===== config.mk =====
export PLATFORM = sky130hd
export DESIGN_NAME = wds_top
export DESIGN_NICKNAME = d
export VERILOG_FILES = /design/src/verilog/wds_pkg.sv /design/src/verilog/wds_top.sv
export VERILOG_INCLUDE_DIRS = /design/src /design/src/verilog
export SDC_FILE = /design/constraint.sdc
export NUM_CORES = 1
export LEC_CHECK = 0
export BUFFER_PORTS_ARGS = -buffer_cell sky130_fd_sc_hd__buf_2
export CORE_ASPECT_RATIO = 0.75
export CORE_MARGIN = 5
export CORE_UTILIZATION = 54
export DETAILED_ROUTE_END_ITERATION = 6
export PLACE_DENSITY = 0.83
export SLEW_MARGIN = 10
export SYNTH_ARGS = -nofsm -noshare
export SYNTH_HDL_FRONTEND = slang
export SYNTH_SLANG_ARGS = --single-unit

===== constraint.sdc =====
create_clock -name mclk -period 2 [get_ports mclk]
set_input_delay 0 -clock mclk [delete_from_list [all_inputs] [get_ports mclk]]
set_output_delay 0 -clock mclk [all_outputs]
set_load 0.02 [all_outputs]

===== src/verilog/wds_defines.svh =====
// Offsets, field positions, reset values and counts of the watchdog setup/state block
`ifndef WDS_DEFINES_SVH
`define WDS_DEFINES_SVH

`define WDS_ADDR_SETUP 8'h00
`define WDS_ADDR_STATE 8'h01
`define WDS_ADDR_IRQ_STAT 8'h02
`define WDS_ADDR_IRQ_EN 8'h03
`define WDS_ADDR_IRQ_CLR 8'h04

`define WDS_WIN_HI 7
`define WDS_WIN_LO 4
`define WDS_PER_HI 3
`define WDS_PER_LO 0
`define WDS_FREEZE_BIT 7
`define WDS_PEND_BIT 0

`define WDS_STATE_RESET 8'h00
`define WDS_SETUP_PRE 8'h00
`define WDS_CODE_MAX 4'h0B
`define WDS_BASE_TICKS 14'h0008
`define WDS_SYNC_TICKS 2'h2
`define WDS_RST_HOLD 16

`define WDS_IRQ_TIMEOUT 0
`define WDS_IRQ_EARLY 1
`define WDS_IRQ_SYNC 2
`define WDS_IRQ_W 3

`endif


===== src/verilog/wds_pkg.sv =====
// Types of the watchdog setup/state block
package wds_pkg;

    typedef enum logic [1:0] {
        WDS_OFF,
        WDS_FIRST,
        WDS_CLOSED,
        WDS_OPEN
    } wds_phase_type;

    typedef struct packed {
        logic [3:0] closed_period_select;
        logic [3:0] timeout_select;
    } wds_setup_type;

    typedef struct packed {
        logic init_done;
        logic tick_q;
        wds_setup_type setup;
        wds_setup_type active;
        logic config_freeze;
        logic xfer_pending;
        logic [1:0] sync_cnt;
        logic kick_pend;
        wds_phase_type phase;
        logic [13:0] count;
        logic sys_reset;
        logic [4:0] hold_cnt;
        logic [2:0] irq_stat;
        logic [2:0] irq_en;
        logic [7:0] rdata;
    } wds_state_type;

endpackage : wds_pkg


===== src/verilog/wds_top.sv =====
// Watchdog setup and state registers with normal and window timeout logic
//
// The plain strobed port is this design's own decision.
`timescale 1ns/1ps
`include "wds_defines.svh"

module wds_top import wds_pkg::*; #(
    parameter int CNT_W = 14,
    parameter int RST_HOLD = `WDS_RST_HOLD
) (
    // Clock and reset
    input wire logic mclk,
    input wire logic rstn,
    // Register port
    input wire logic [7:0] reg_addr,
    input wire logic [7:0] reg_wdata,
    input wire logic reg_wr,
    input wire logic reg_rd,
    output logic [7:0] reg_rdata,
    // Device side
    input wire logic [7:0] fuse_watchdog_setup,
    input wire logic change_protect_gate,
    input wire logic debug_mode,
    input wire logic kick_instruction,
    input wire logic slow_tick,
    // Results
    output logic sys_reset,
    output logic irq
);

    generate
        if (CNT_W < 14) begin : g_bad_width
            $error("CNT_W must hold 8K ticks");
        end
        if (RST_HOLD < 1 || RST_HOLD > 31) begin : g_bad_hold
            $error("RST_HOLD must be 1 to 31");
        end
    endgenerate

    localparam logic [4:0] HOLD_LAST = 5'(RST_HOLD - 1);

    logic [1:0] rst_sync_ff;
    logic rst_n_int;
    wds_state_type state_ff;
    wds_state_type nxt_state;

    // Codes above the top one are reserved; they are served as the longest length
    function automatic logic [13:0] wds_len(input logic [3:0] code);
        logic [3:0] c;
        c = (code > `WDS_CODE_MAX) ? `WDS_CODE_MAX : code;
        wds_len = `WDS_BASE_TICKS << (c - 4'h1);
    endfunction : wds_len

    always_ff @(posedge mclk or negedge rstn) begin
        if (!rstn) begin
            rst_sync_ff <= 2'b00;
        end else begin
            rst_sync_ff <= {rst_sync_ff[0], 1'b1};
        end
    end

    assign rst_n_int = rst_sync_ff[1];

    logic tick_edge;
    logic wr_setup;
    logic wr_state;
    logic wr_clr;
    logic [2:0] ev;
    logic [13:0] open_len;
    logic [13:0] closed_len;
    logic win_on;
    logic fire;

    always_comb begin
        nxt_state = state_ff;
        ev = 3'h0;
        fire = 1'b0;
        tick_edge = slow_tick & ~state_ff.tick_q;
        nxt_state.tick_q = slow_tick;
        wr_setup = reg_wr && (reg_addr == `WDS_ADDR_SETUP);
        wr_state = reg_wr && (reg_addr == `WDS_ADDR_STATE);
        wr_clr = reg_wr && (reg_addr == `WDS_ADDR_IRQ_CLR);
        open_len = wds_len(state_ff.active.timeout_select);
        closed_len = wds_len(state_ff.active.closed_period_select);
        win_on = (state_ff.active.closed_period_select != 4'h0);

        if (!state_ff.init_done) begin
            // Fuse is caught by a clocked load after reset release, not by the reset itself
            nxt_state.init_done = 1'b1;
            nxt_state.setup = fuse_watchdog_setup;
            nxt_state.active = fuse_watchdog_setup;
            nxt_state.config_freeze =
                (fuse_watchdog_setup[`WDS_PER_HI:`WDS_PER_LO] != 4'h0);
            nxt_state.phase = WDS_FIRST;
            nxt_state.count = 14'h0000;
        end else begin
            // Writes during a crossing are not served; the pending flag tells software to wait
            if (wr_setup && change_protect_gate && !state_ff.config_freeze
                    && !state_ff.xfer_pending) begin
                nxt_state.setup = reg_wdata;
                nxt_state.xfer_pending = 1'b1;
                nxt_state.sync_cnt = 2'h0;
            end
            if (wr_state && change_protect_gate) begin
                if (reg_wdata[`WDS_FREEZE_BIT]) begin
                    nxt_state.config_freeze = 1'b1;
                end else if (debug_mode) begin
                    nxt_state.config_freeze = 1'b0;
                end
            end
            if (kick_instruction) begin
                nxt_state.kick_pend = 1'b1;
            end

            if (state_ff.xfer_pending && tick_edge) begin
                if (state_ff.sync_cnt == `WDS_SYNC_TICKS - 2'h1) begin
                    nxt_state.xfer_pending = 1'b0;
                    nxt_state.active = state_ff.setup;
                    nxt_state.phase = WDS_FIRST;
                    nxt_state.count = 14'h0000;
                    ev[`WDS_IRQ_SYNC] = 1'b1;
                end else begin
                    nxt_state.sync_cnt = state_ff.sync_cnt + 2'h1;
                end
            end else if (debug_mode) begin
                // A halted core keeps the counter at zero and restarts with a plain interval
                nxt_state.count = 14'h0000;
                nxt_state.phase = WDS_FIRST;
                nxt_state.kick_pend = 1'b0;
            end else if (tick_edge) begin
                nxt_state.kick_pend = 1'b0;
                unique case (state_ff.phase)
                    WDS_OFF: begin
                        nxt_state.count = 14'h0000;
                        if (state_ff.active.timeout_select != 4'h0) begin
                            nxt_state.phase = WDS_FIRST;
                        end
                    end
                    WDS_FIRST: begin
                        if (state_ff.kick_pend) begin
                            nxt_state.count = 14'h0000;
                            nxt_state.phase = win_on ? WDS_CLOSED : WDS_FIRST;
                        end else if (state_ff.count == open_len - 14'h0001) begin
                            fire = 1'b1;
                            ev[`WDS_IRQ_TIMEOUT] = 1'b1;
                        end else begin
                            nxt_state.count = state_ff.count + 14'h0001;
                        end
                    end
                    WDS_CLOSED: begin
                        if (state_ff.kick_pend) begin
                            fire = 1'b1;
                            ev[`WDS_IRQ_EARLY] = 1'b1;
                        end else if (state_ff.count == closed_len - 14'h0001) begin
                            nxt_state.count = 14'h0000;
                            nxt_state.phase = WDS_OPEN;
                        end else begin
                            nxt_state.count = state_ff.count + 14'h0001;
                        end
                    end
                    WDS_OPEN: begin
                        if (state_ff.kick_pend) begin
                            nxt_state.count = 14'h0000;
                            nxt_state.phase = WDS_CLOSED;
                        end else if (state_ff.count == open_len - 14'h0001) begin
                            fire = 1'b1;
                            ev[`WDS_IRQ_TIMEOUT] = 1'b1;
                        end else begin
                            nxt_state.count = state_ff.count + 14'h0001;
                        end
                    end
                endcase
                if (state_ff.active.timeout_select == 4'h0) begin
                    nxt_state.phase = WDS_OFF;
                    nxt_state.count = 14'h0000;
                    fire = 1'b0;
                    ev[`WDS_IRQ_TIMEOUT] = 1'b0;
                    ev[`WDS_IRQ_EARLY] = 1'b0;
                end
                if (fire) begin
                    nxt_state.phase = WDS_FIRST;
                    nxt_state.count = 14'h0000;
                end
            end
        end

        // System reset stands for a fixed number of clocks
        if (fire) begin
            nxt_state.sys_reset = 1'b1;
            nxt_state.hold_cnt = 5'h00;
        end else if (state_ff.sys_reset) begin
            if (state_ff.hold_cnt == HOLD_LAST) begin
                nxt_state.sys_reset = 1'b0;
            end else begin
                nxt_state.hold_cnt = state_ff.hold_cnt + 5'h01;
            end
        end

        // Set wins over clear so no event is lost
        if (wr_clr) begin
            nxt_state.irq_stat = state_ff.irq_stat & ~reg_wdata[`WDS_IRQ_W-1:0];
        end
        nxt_state.irq_stat = nxt_state.irq_stat | ev;
        if (reg_wr && (reg_addr == `WDS_ADDR_IRQ_EN)) begin
            nxt_state.irq_en = reg_wdata[`WDS_IRQ_W-1:0];
        end

        nxt_state.rdata = 8'h00;
        if (reg_rd) begin
            unique case (reg_addr)
                `WDS_ADDR_SETUP: nxt_state.rdata = state_ff.setup;
                `WDS_ADDR_STATE: begin
                    nxt_state.rdata[`WDS_FREEZE_BIT] = state_ff.config_freeze;
                    nxt_state.rdata[`WDS_PEND_BIT] = state_ff.xfer_pending;
                end
                `WDS_ADDR_IRQ_STAT: nxt_state.rdata = {5'h00, state_ff.irq_stat};
                `WDS_ADDR_IRQ_EN: nxt_state.rdata = {5'h00, state_ff.irq_en};
                default: nxt_state.rdata = 8'h00;
            endcase
        end
    end

    always_ff @(posedge mclk or negedge rst_n_int) begin
        if (!rst_n_int) begin
            state_ff <= '{
                init_done: 1'b0,
                tick_q: 1'b0,
                setup: `WDS_SETUP_PRE,
                active: `WDS_SETUP_PRE,
                config_freeze: 1'b0,
                xfer_pending: 1'b0,
                sync_cnt: 2'h0,
                kick_pend: 1'b0,
                phase: WDS_OFF,
                count: 14'h0000,
                sys_reset: 1'b0,
                hold_cnt: 5'h00,
                irq_stat: 3'h0,
                irq_en: 3'h0,
                rdata: `WDS_STATE_RESET
            };
        end else begin
            state_ff <= nxt_state;
        end
    end

    assign reg_rdata = state_ff.rdata;
    assign sys_reset = state_ff.sys_reset;
    assign irq = |(state_ff.irq_stat & state_ff.irq_en);

endmodule : wds_top


==> results of run 1 <==
## kinds of logic (layout without fill, tap and decap cells)
logic type	count (synthesis)	count (layout)	share of synthesized area
XOR/XNOR	17	17	0.0365
other	1	2	0.000919
multiplexers	25	25	0.0659
flip-flops	61	61	0.374
AND/OR/NAND/NOR	200	200	0.258
buffers and inverters	55	176	0.0628
adder cells (fa/ha/maj)	5	5	0.0153
AO/OA/AOI/OAI	103	104	0.186
## per-layer routing
metal  share of wire  GRT usage
met5               0          0
met4           0.053      0.135
met3           0.092     0.0776
met2            0.48      0.476
met1            0.38      0.346
## per-stage QoR
step                      power (W)  TNS [ps]
final                       0.00344    -16780
after global routing        0.00358    -18870
after CTS                   0.00333    -13730
after detailed placement    0.00213    -16640
after global placement      0.00209    -14240
after floorplan             0.00192    -17200
## layout make-up
class / instances / area, sq um / share of cell area
Clock buffer: 12 / 145 / 0.0259
Clock inverter: 4 / 47.5 / 0.00847
Inverter: 11 / 41.3 / 0.00736
Multi-Input combinational cell: 353 / 2630 / 0.468
Sequential cell: 61 / 1530 / 0.273
Tap cell: 101 / 126 / 0.0225
Timing Repair Buffer: 149 / 1090 / 0.194
## critical path, delay by kind of cell (launching register included)
| family | cells | cell delay [ps] |
|---|---|---|
| AO/OA/AOI/OAI | 3 | 940 |
| AND/OR/NAND/NOR | 5 | 910 |
| flip-flops | 1 | 480 |
| adder cells (fa/ha/maj) | 1 | 210 |
| buffers and inverters | 1 | 150 |
## sequential cells by signal, summed over array words and instances, names as in the netlist
| signal | flops |
|---|---|
| rst_sync_ff | 2 |
| sys_reset | 1 |
| state_ff | 50 |
| reg_rdata | 8 |
## what timing repair did
| action | CTS | global route |
|---|---|---|
| endpoints found under the hold margin | 23 | 0 |
| pin swaps | 22 | 24 |
| setup endpoints to repair | 23 | 25 |
| gates resized for setup | 29 | 20 |
| buffers inserted | 12 | 7 |
| cloned | 1 | 0 |
| hold buffers | 21 | 0 |
## where the power goes
group	internal, W	switching, W	leakage, nW
Clock	0.000606	0.000520	0.0964
Combinational	0.000424	0.000483	1.67
Sequential	0.00132	0.0000896	0.757
Total	0.00235	0.00109	2.52
## worst min-delay path by stage
stage,cells past startpoint,slack [ps],end,from
6_report,3,0.9,state_ff[52],reg_wdata[3]
5_1_grt,3,10,state_ff[52],reg_wdata[3]
4_1_cts,3,9,state_ff[52],reg_wdata[3]
3_5_place_dp,1,-210,rst_sync_ff[0],rstn
3_3_place_gp,1,-220,rst_sync_ff[0],rstn
2_1_floorplan,0,-300,rst_sync_ff[0],rstn
## layout by cell type (no fill, tap or decap), types with 4 or more instances in the layout
cell,instances
a21o_1,4
a21oi_1,25
a31oi_1,4
and2_1,13
and3_1,4
buf_2,41
buf_4,81
buf_6,6
clkbuf_8,10
dfrtp_1,56
dfrtp_2,5
dlygate4sd3_1,21
inv_1,10
mux2_2,5
mux2i_1,19
nand2_1,49
nand2b_1,8
nand3_1,9
nand4_1,4
nor2_1,45
nor2b_1,6
nor3_1,12
o211ai_1,4
o21ai_0,6
o21ai_2,7
o221ai_1,4
o31ai_1,5
or3_1,7
xnor2_1,9
xor2_1,7
==> results.md, run 1 <==
* Clk Latency, worst-skew pair at 360 ps
* Crit path DAT at 3060 ps
* CTS tree: done
* Leading area contributor after synthesis: dfrtp_1
* R2R depth at 10
* First-pass GRT wire length at 20,800 um
* Min Hold Slack at 0.929 ps
* Hpwl dp at 8150 um
* Initial Util at 0.554
* DRT Pass-1 Iters at 6
* H-tree levels at 3
* GRT overflow at 0
* CTS root buf: clkbuf_8
* Final Max Slew Viols at 0
* Max stage delay on crit path at 480 ps
* Fmax at 358 MHz
* Asr flop ratio synth at 1.00
* Lkg Pwr at 2.52 nW
* Worst-Margin Slew at 759 ps
* FF-to-FF End: state_ff[35]
* Synth-to-Final Area Change at 37.5%
* Post-layout util at 0.762
* Synth top area cells: dfrtp_1, mux2i_1, nand2_1
* Area share of the largest cell type after synthesis at 0.374
* Final Worst Setup Slack at -793 ps
* Post-Layout Cell Count at 691
* Critical path startpoint category: register
* Placed Area at 0.00483 sq mm
* Post-Synthesis Cells at 467
* Design Area, Final at 0.00561 sq mm
* Vias per inst at 6.36
* CP cell instances: nor2_4 -> nand3b_1 -> ha_4 -> buf_4 -> nor3b_2 -> nand3_1 -> a32oi_2 -> nand4_1 -> a311o_1 -> a221oi_2
* Netlist cell types at 75
* Layout cell share with drive strength beyond 1 at 0.353
* Crit path launch: state_ff[43]
* Total GRT Usage at 0.287
* Critical path's slowest cell: dfrtp_2
* WP data required at 2260 ps
* Flop2flop setup slack at -790 ps
* RSZ-0062 raised after global routing: yes
* Number of global-route vias before repair at 4,242
* IO buf count at 41
* Inserted Clock Buffers at 9
* Num ports at 42
* Largest net degree at the start of global routing at 60
* Status: finished with violations
* DRC viols at 0
* Die Height at 85.3 um
* Sequential share of the synthesized area at 0.374
* Final setup vio count at 23
* Max Cap Viol at 0
* Layout fillers at 452
* Worst vdd ir at 0.000672 V
* Routed WL at 13,900 um
* GPL Wtd Cong at 0.918
* N_diodes at 0
* Max Root-Sink Buffers at 2
* Synth Cell Area at 0.00408 sq mm
* Setup crit end: state_ff[35]
* Min Clock Period, post-route at 2790 ps
* Core area at 0.00736 sq mm
* CP endpoint kind: register
* Per-cell routed wire length at 20.2 um
* Count leader, synth: dfrtp_1
* Dpl cells at 634
* Place WS at -780 ps
* Main flop type after synthesis: dfrtp_1
* Clk_skew at 13.9 ps
* HP Class: input pin to register
* Post-synth top cells: dfrtp_1, nand2_1, nor2_1, clkbuf_1, a21oi_1
* Total die area at 0.00941 sq mm
* Seq cells post-synth at 61
* Via count at 4,392
* Avg Cell Area, Syn at 8.74 sq um
* # rows at 27
* Post-synth EDFFs at 0
* Crit Path Max Fanout at 5
* Hold Fails Final Rpt at 0
* Initial antenna violation count at 0
* Synth Warn # at 0
* # nets final at 622
* Die width at 110 um
* CTS clk-pin slew, worst paths at 80 ps
* First DRT Iteration DRCs at 392
* R2r startpoint: state_ff[43]
* Slew margin rel. at 0.494
* DRT antenna net count at 0
* Path type of the worst setup path: register to register
* Clock sink count at 61
* Period utilization at 1.40
* Violated checks: setup timing
* Cell Pwr Density at 613 mW/mm^2
(Power assumes the default switching activity.)
==> run 2: changes to the inputs <==
--- a/config.mk
+++ b/config.mk
@@ -6,12 +6,13 @@
 export SDC_FILE = /design/constraint.sdc
 export NUM_CORES = 1
 export LEC_CHECK = 0
+export ABC_AREA = 1
 export BUFFER_PORTS_ARGS = -buffer_cell sky130_fd_sc_hd__buf_2
 export CORE_ASPECT_RATIO = 0.75
 export CORE_MARGIN = 5
-export CORE_UTILIZATION = 54
+export CORE_UTILIZATION = 55
 export DETAILED_ROUTE_END_ITERATION = 6
-export PLACE_DENSITY = 0.83
+export PLACE_DENSITY = 0.84
 export SLEW_MARGIN = 10
 export SYNTH_ARGS = -nofsm -noshare
 export SYNTH_HDL_FRONTEND = slang
==> run 2 against run 1 <==
Compared with the run above:
- the run ends with DRC, setup timing left
- via count increased by 40%
- utilization increased by 0.83 points
- synthesized area rose by 15%
- final area is 15% higher
- critical path type unchanged
==> results.md, run 2 <==
* Area share of the largest cell type after synthesis at 0.325
* Metal2 WL at 8170 um
* CP endpoint kind: register
* H-tree levels at 3
* DRT Pass-1 Iters at 7
* Crit path DAT at 2720 ps
* Fmax at 400 MHz
* Area of the multi-input gates at 0.00300 sq mm
* Initial Util at 0.560
* Path type of the worst setup path: register to register
* Min Hold Slack at 34.8 ps
* Total die area at 0.0105 sq mm
* Cell mode on critical path: nand2_1
* WL met1 at 6420 um
* Cell Pwr Density at 719 mW/mm^2
* Avg Cell Area, Syn at 6.43 sq um
* GPL Wtd Cong at 0.991
* Max Root-Sink Buffers at 2
* Per-cell routed wire length at 18.5 um
* CP bufs+invs at 2
* Biggest register: state_ff
* HP Class: input pin to register
* Slew margin rel. at 0.576
* Leading cell types in the layout, fill and taps excluded: nand2_1, buf_4, inv_1
* CTS tree: done
* Synth Warn # at 0
* Layout cell share with drive strength beyond 1 at 0.295
* Status: finished with violations
* Critical path's slowest cell: dfrtp_1
* Synth-to-Final Area Change at 37.5%
* Max stage delay on crit path at 430 ps
* Clk_skew at 9.88 ps
* Core area at 0.00838 sq mm
* Vias per inst at 6.22
* Hold Fails Final Rpt at 0
* Post-Synthesis Cells at 730
* Max Cap Viol at 0
* GRT overflow at 0
* Violated checks: DRC, setup timing
* Count leader, synth: nand2_1
* Sequential share of the synthesized area at 0.325
* DRT antenna net count at 0
* # nets final at 909
* Reg area at 0.00153 sq mm
* CTS clk-pin slew, worst paths at 60 ps
* Most common cell after layout, fill and taps aside: nand2_1
* Inserted Clock Buffers at 9
* Via count at 6,127
* Main flop type after synthesis: dfrtp_1
* Layout fillers at 522
* Post-synth EDFFs at 0
* Period utilization at 1.25
* Number of global-route vias before repair at 5,579
* Clk Latency, worst-skew pair at 340 ps
* Num ports at 42
* Final Max Slew Viols at 0
* First-pass GRT wire length at 27,000 um
* RSZ-0062 raised after global routing: yes
* Post-synth top cells: nand2_1, inv_1, nand3_1, nor2_1, dfrtp_1
* Worst vdd ir at 0.000893 V
* IO buf count at 41
* Asr flop ratio synth at 1.00
* Met3 routed WL at 2360 um
* First DRT Iteration DRCs at 978
* Lkg Pwr at 3.42 nW
* Synth top area cells: dfrtp_1, nand2_1, nand3_1
* Largest register FFs at 50
* Clock sink count at 61
* CTS root buf: clkbuf_16
* Routed WL at 18,200 um
* N_diodes at 0
* Final Worst Setup Slack at -503 ps
* Largest net degree at the start of global routing at 36
* Die Height at 90.0 um
* # rows at 29
* Critical path startpoint category: register
* Initial antenna violation count at 0
* Die width at 117 um
* Total GRT Usage at 0.321
* WP data required at 2220 ps
* Seq cells post-synth at 61
* Worst-Margin Slew at 636 ps
* Synth Cell Area at 0.00470 sq mm
* DRC viols at 18
* Hpwl dp at 11,100 um
* Min Clock Period, post-route at 2500 ps
* Total Power at 0.00464 W
* Top Family by Delay on Critical Path: simple AND/OR/NAND/NOR gates
* Leading area contributor after synthesis: dfrtp_1
* Crit Path Max Fanout at 6
* Netlist cell types at 43
* Final setup vio count at 23
* CP cell instances: nor2_2 -> nand3_2 -> ha_4 -> buf_6 -> xor2_1 -> and3_1 -> nand3_1 -> nor2_1 -> nand4_1 -> buf_6 -> nand2_2 -> nand2_1 -> nand2_1 -> nand2_1
* Highest metal used: met5
==> run 2: final cells by class <==
class	instances	share of cell area
inverters	88	0.0529
flip-flops and latches	61	0.237
repair buffers	150	0.174
well taps	108	0.0209
clock inverters	7	0.0151
clock buffers	9	0.0349
multi-input cells	562	0.465
==> run 2: report_power, final <==
| group | leakage [nW] | switching [W] | internal [W] | total [W] |
|---|---|---|---|---|
| logic | 2.48 | 0.000881 | 0.000571 | 0.00145 |
| registers | 0.783 | 0.000110 | 0.00135 | 0.00146 |
| clock network | 0.152 | 0.000634 | 0.00110 | 0.00173 |
| total | 3.42 | 0.00162 | 0.00302 | 0.00464 |
==> run 2: tightest hold or removal path, cell delays in order <==
cell	delay, ps
buf_2	100
o41ai_1	80
a31oi_1	150
==> run 2: cell families after synthesis <==
logic type / synth area share
flops: 0.325
other cells: 0.000798
xor+xnor: 0.0298
buf+inv: 0.101
compound gates: 0.0818
simple gates: 0.449
fa+ha+maj: 0.0133
==> run 2: path summary, 6_finish.rpt <==
path / slack [ps] / start / cells after the start / endpoint
min in group asynchronous: 290 / rst_sync_ff[1] / 0 / state_ff[36]
max reg2reg: -500 / state_ff[47] / 14 / state_ff[26]
max: -500 / state_ff[47] / 14 / state_ff[26]
max in group asynchronous: 1090 / rst_sync_ff[1] / 1 / state_ff[43]
min: 30 / fuse_watchdog_setup[3] / 3 / state_ff[40]
min reg2reg: 290 / rst_sync_ff[1] / 0 / state_ff[36]
==> run 2: metrics by stage <==
stage | utilization | std cells | setup WS (ps) | area (sq um) | setup TNS, ps
3_3_place_gp | 0.651 | 930 | -227 | 5460 | -4530
3_5_place_dp | 0.651 | 930 | -312 | 5460 | -6020
6_report | 0.770 | 985 | -503 | 6460 | -9610
2_1_floorplan | - | 731 | -230 | 4720 | -3790
5_1_grt | 0.770 | 985 | -591 | 6460 | -11490
4_1_cts | 0.735 | 974 | -281 | 6160 | -5380
==> run 2: what timing repair did <==
action	4_1_cts	5_1_grt
hold buffers	19	0
setup endpoints to repair	23	25
resized for setup	31	66
endpoints found under the hold margin	18	0
setup buffers	7	12
pin swaps	7	30
gates cloned	2	0
==> run 2: layer usage <==
layer	global-route usage	vias up
met5	0	-
met4	0.142	2
met3	0.0839	189
met2	0.504	579
met1	0.412	2741
li1	-	2616
==> run 3: changes to the inputs <==
--- a/config.mk
+++ b/config.mk
@@ -13,6 +13,7 @@
 export CORE_UTILIZATION = 55
 export DETAILED_ROUTE_END_ITERATION = 6
 export PLACE_DENSITY = 0.84
+export RECOVER_POWER = 25
 export SLEW_MARGIN = 10
 export SYNTH_ARGS = -nofsm -noshare
 export SYNTH_HDL_FRONTEND = slang
==> run 3 against run 2 <==
Compared with the run above:
- the run ends with setup timing left
- first-iteration DRC count up 3.8%
- utilization about the same
- critical path depth unchanged
- critical endpoint unchanged
- largest cell class unchanged
==> results.md, run 3 (synthesis gave the netlist of run 2 again) <==
* Crit Path Max Fanout at 6
* Hpwl dp at 11,100 um
* Violated checks: setup timing
* Layout fillers at 525
* CTS root buf: clkbuf_16
* Layout cell share with drive strength beyond 1 at 0.291
* Total die area at 0.0105 sq mm
* Worst-Margin Slew at 1150 ps
* Max stage delay on crit path at 430 ps
* DRT antenna net count at 0
* CP cell instances: nor2_2 -> nand3_2 -> ha_4 -> buf_6 -> xor2_1 -> and3_1 -> nand3_1 -> nor2_1 -> nand4_1 -> buf_6 -> nand2_2 -> nand2_1 -> nand2_1 -> nand2_1
* Min Clock Period, post-route at 2470 ps
* Clk_skew at 9.84 ps
* Biggest register: state_ff
* Top Family by Delay on Critical Path: simple AND/OR/NAND/NOR gates
* Initial Util at 0.560
* First DRT Iteration DRCs at 1,015
* Vias per inst at 6.24
* WP data required at 2220 ps
* Fmax at 405 MHz
* Reg area at 0.00153 sq mm
* Most common cell after layout, fill and taps aside: nand2_1
* Synth-to-Final Area Change at 37.4%
* H-tree levels at 3
* Hold Fails Final Rpt at 0
* Cell mode on critical path: nand2_1
* Design Area, Final at 0.00645 sq mm
* RSZ-0062 raised after global routing: yes
* Max Cap Viol at 0
* CTS tree: done
* First-pass GRT wire length at 27,000 um
* HP Class: input pin to register
* Setup tns final at -9210 ps
* GRT overflow at 0
* Clk Latency, worst-skew pair at 340 ps
* # rows at 29
* DRT Pass-1 Iters at 7
* Leading cell types in the layout, fill and taps excluded: nand2_1, buf_4, inv_1
* CP bufs+invs at 2
* Die Height at 90.0 um
* Placed Area at 0.00546 sq mm
* Final Max Slew Viols at 0
* DRC viols at 0
* Initial antenna violation count at 0
* Final setup vio count at 23
* Per-cell routed wire length at 18.4 um
* Slew margin rel. at 0.231
* Area of the multi-input gates at 0.00300 sq mm
* Largest register FFs at 50
* Critical path's slowest cell: dfrtp_1
* Max Root-Sink Buffers at 2
* Via count at 6,142
* Die width at 117 um
* Num ports at 42
* Routed WL at 18,100 um
* Lkg Pwr at 3.42 nW
* CP endpoint kind: register
* IO buf count at 41
* # nets final at 909
* Worst vdd ir at 0.000891 V
* GPL Wtd Cong at 0.991
* Critical path startpoint category: register
* Crit path DAT at 2690 ps
* N_diodes at 0
* Cell Pwr Density at 719 mW/mm^2
* Status: finished with violations
* Period utilization at 1.24
* Number of global-route vias before repair at 5,579
* Inserted Clock Buffers at 9
* CTS clk-pin slew, worst paths at 60 ps
* Core area at 0.00838 sq mm
* Place WS at -312 ps
* Total GRT Usage at 0.321
* Path type of the worst setup path: register to register
* Clock sink count at 61
* Largest net degree at the start of global routing at 36
* Final Worst Setup Slack at -472 ps
run 3: final cells by class:
| cell class | count | share of cell area |
|---|---|---|
| Tap cell | 108 | 0.0209 |
| Timing Repair Buffer | 150 | 0.174 |
| Sequential cell | 61 | 0.237 |
| Inverter | 88 | 0.0529 |
| Clock buffer | 9 | 0.0349 |
| Clock inverter | 7 | 0.0151 |
| Multi-Input combinational cell | 562 | 0.465 |
run 3: timing repair:
action / in CTS / in global routing
hold buffers: 19 / 0
pin swaps: 7 / 30
gates cloned: 2 / 0
endpoints found under the hold margin: 18 / 0
setup buffers: 7 / 12
setup endpoints to repair: 23 / 25
gates resized for setup: 31 / 66
run 3: power by group:
group / total [W] / internal [W] / switching (W)
Combinational: 0.00145 / 0.000571 / 0.000881
Sequential: 0.00146 / 0.00135 / 0.000109
Clock: 0.00173 / 0.00110 / 0.000630
Total: 0.00464 / 0.00302 / 0.00162
run 3: through the flow:
stage               hold WS (ps)  total power, W  utilization  std cells
CTS                         27.7         0.00444        0.735        974
finish                      32.7         0.00464        0.770        985
global placement            -215         0.00257        0.651        930
detailed placement          -210         0.00264        0.651        930
floorplan                   -296         0.00223            -        731
global route                57.5         0.00483        0.770        985
run 3: final timing paths:
check                                  startpoint             end  slack, ps  cells past startpoint
setup / recovery                     state_ff[47]    state_ff[26]       -470                     14
hold / removal             fuse_watchdog_setup[3]    state_ff[40]         30                      3
setup reg to reg                     state_ff[47]    state_ff[26]       -470                     14
hold reg to reg                    rst_sync_ff[0]  rst_sync_ff[1]        350                      0
max in group asynchronous          rst_sync_ff[1]    state_ff[43]        750                      1
min in group asynchronous          rst_sync_ff[1]    state_ff[36]        480                      0
run 3: metal layers:
metal / wire [um] / vias to the layer above / global-route usage
met1: 6420 / 2776 / 0.412
met5: 0 / - / 0
met4: 1310 / 0 / 0.142
met3: 2270 / 183 / 0.0839
met2: 8110 / 567 / 0.504
li1: - / 2616 / -
run 3: worst reg2reg max path, cell delays in order, from the launching register on:
cell	delay, ps
dfrtp_1	430
nor2_2	180
nand3_2	130
ha_4	270
buf_6	110
xor2_1	150
and3_1	210
nand3_1	90
nor2_1	140
nand4_1	200
buf_6	220
nand2_2	50
nand2_1	50
nand2_1	50
nand2_1	70
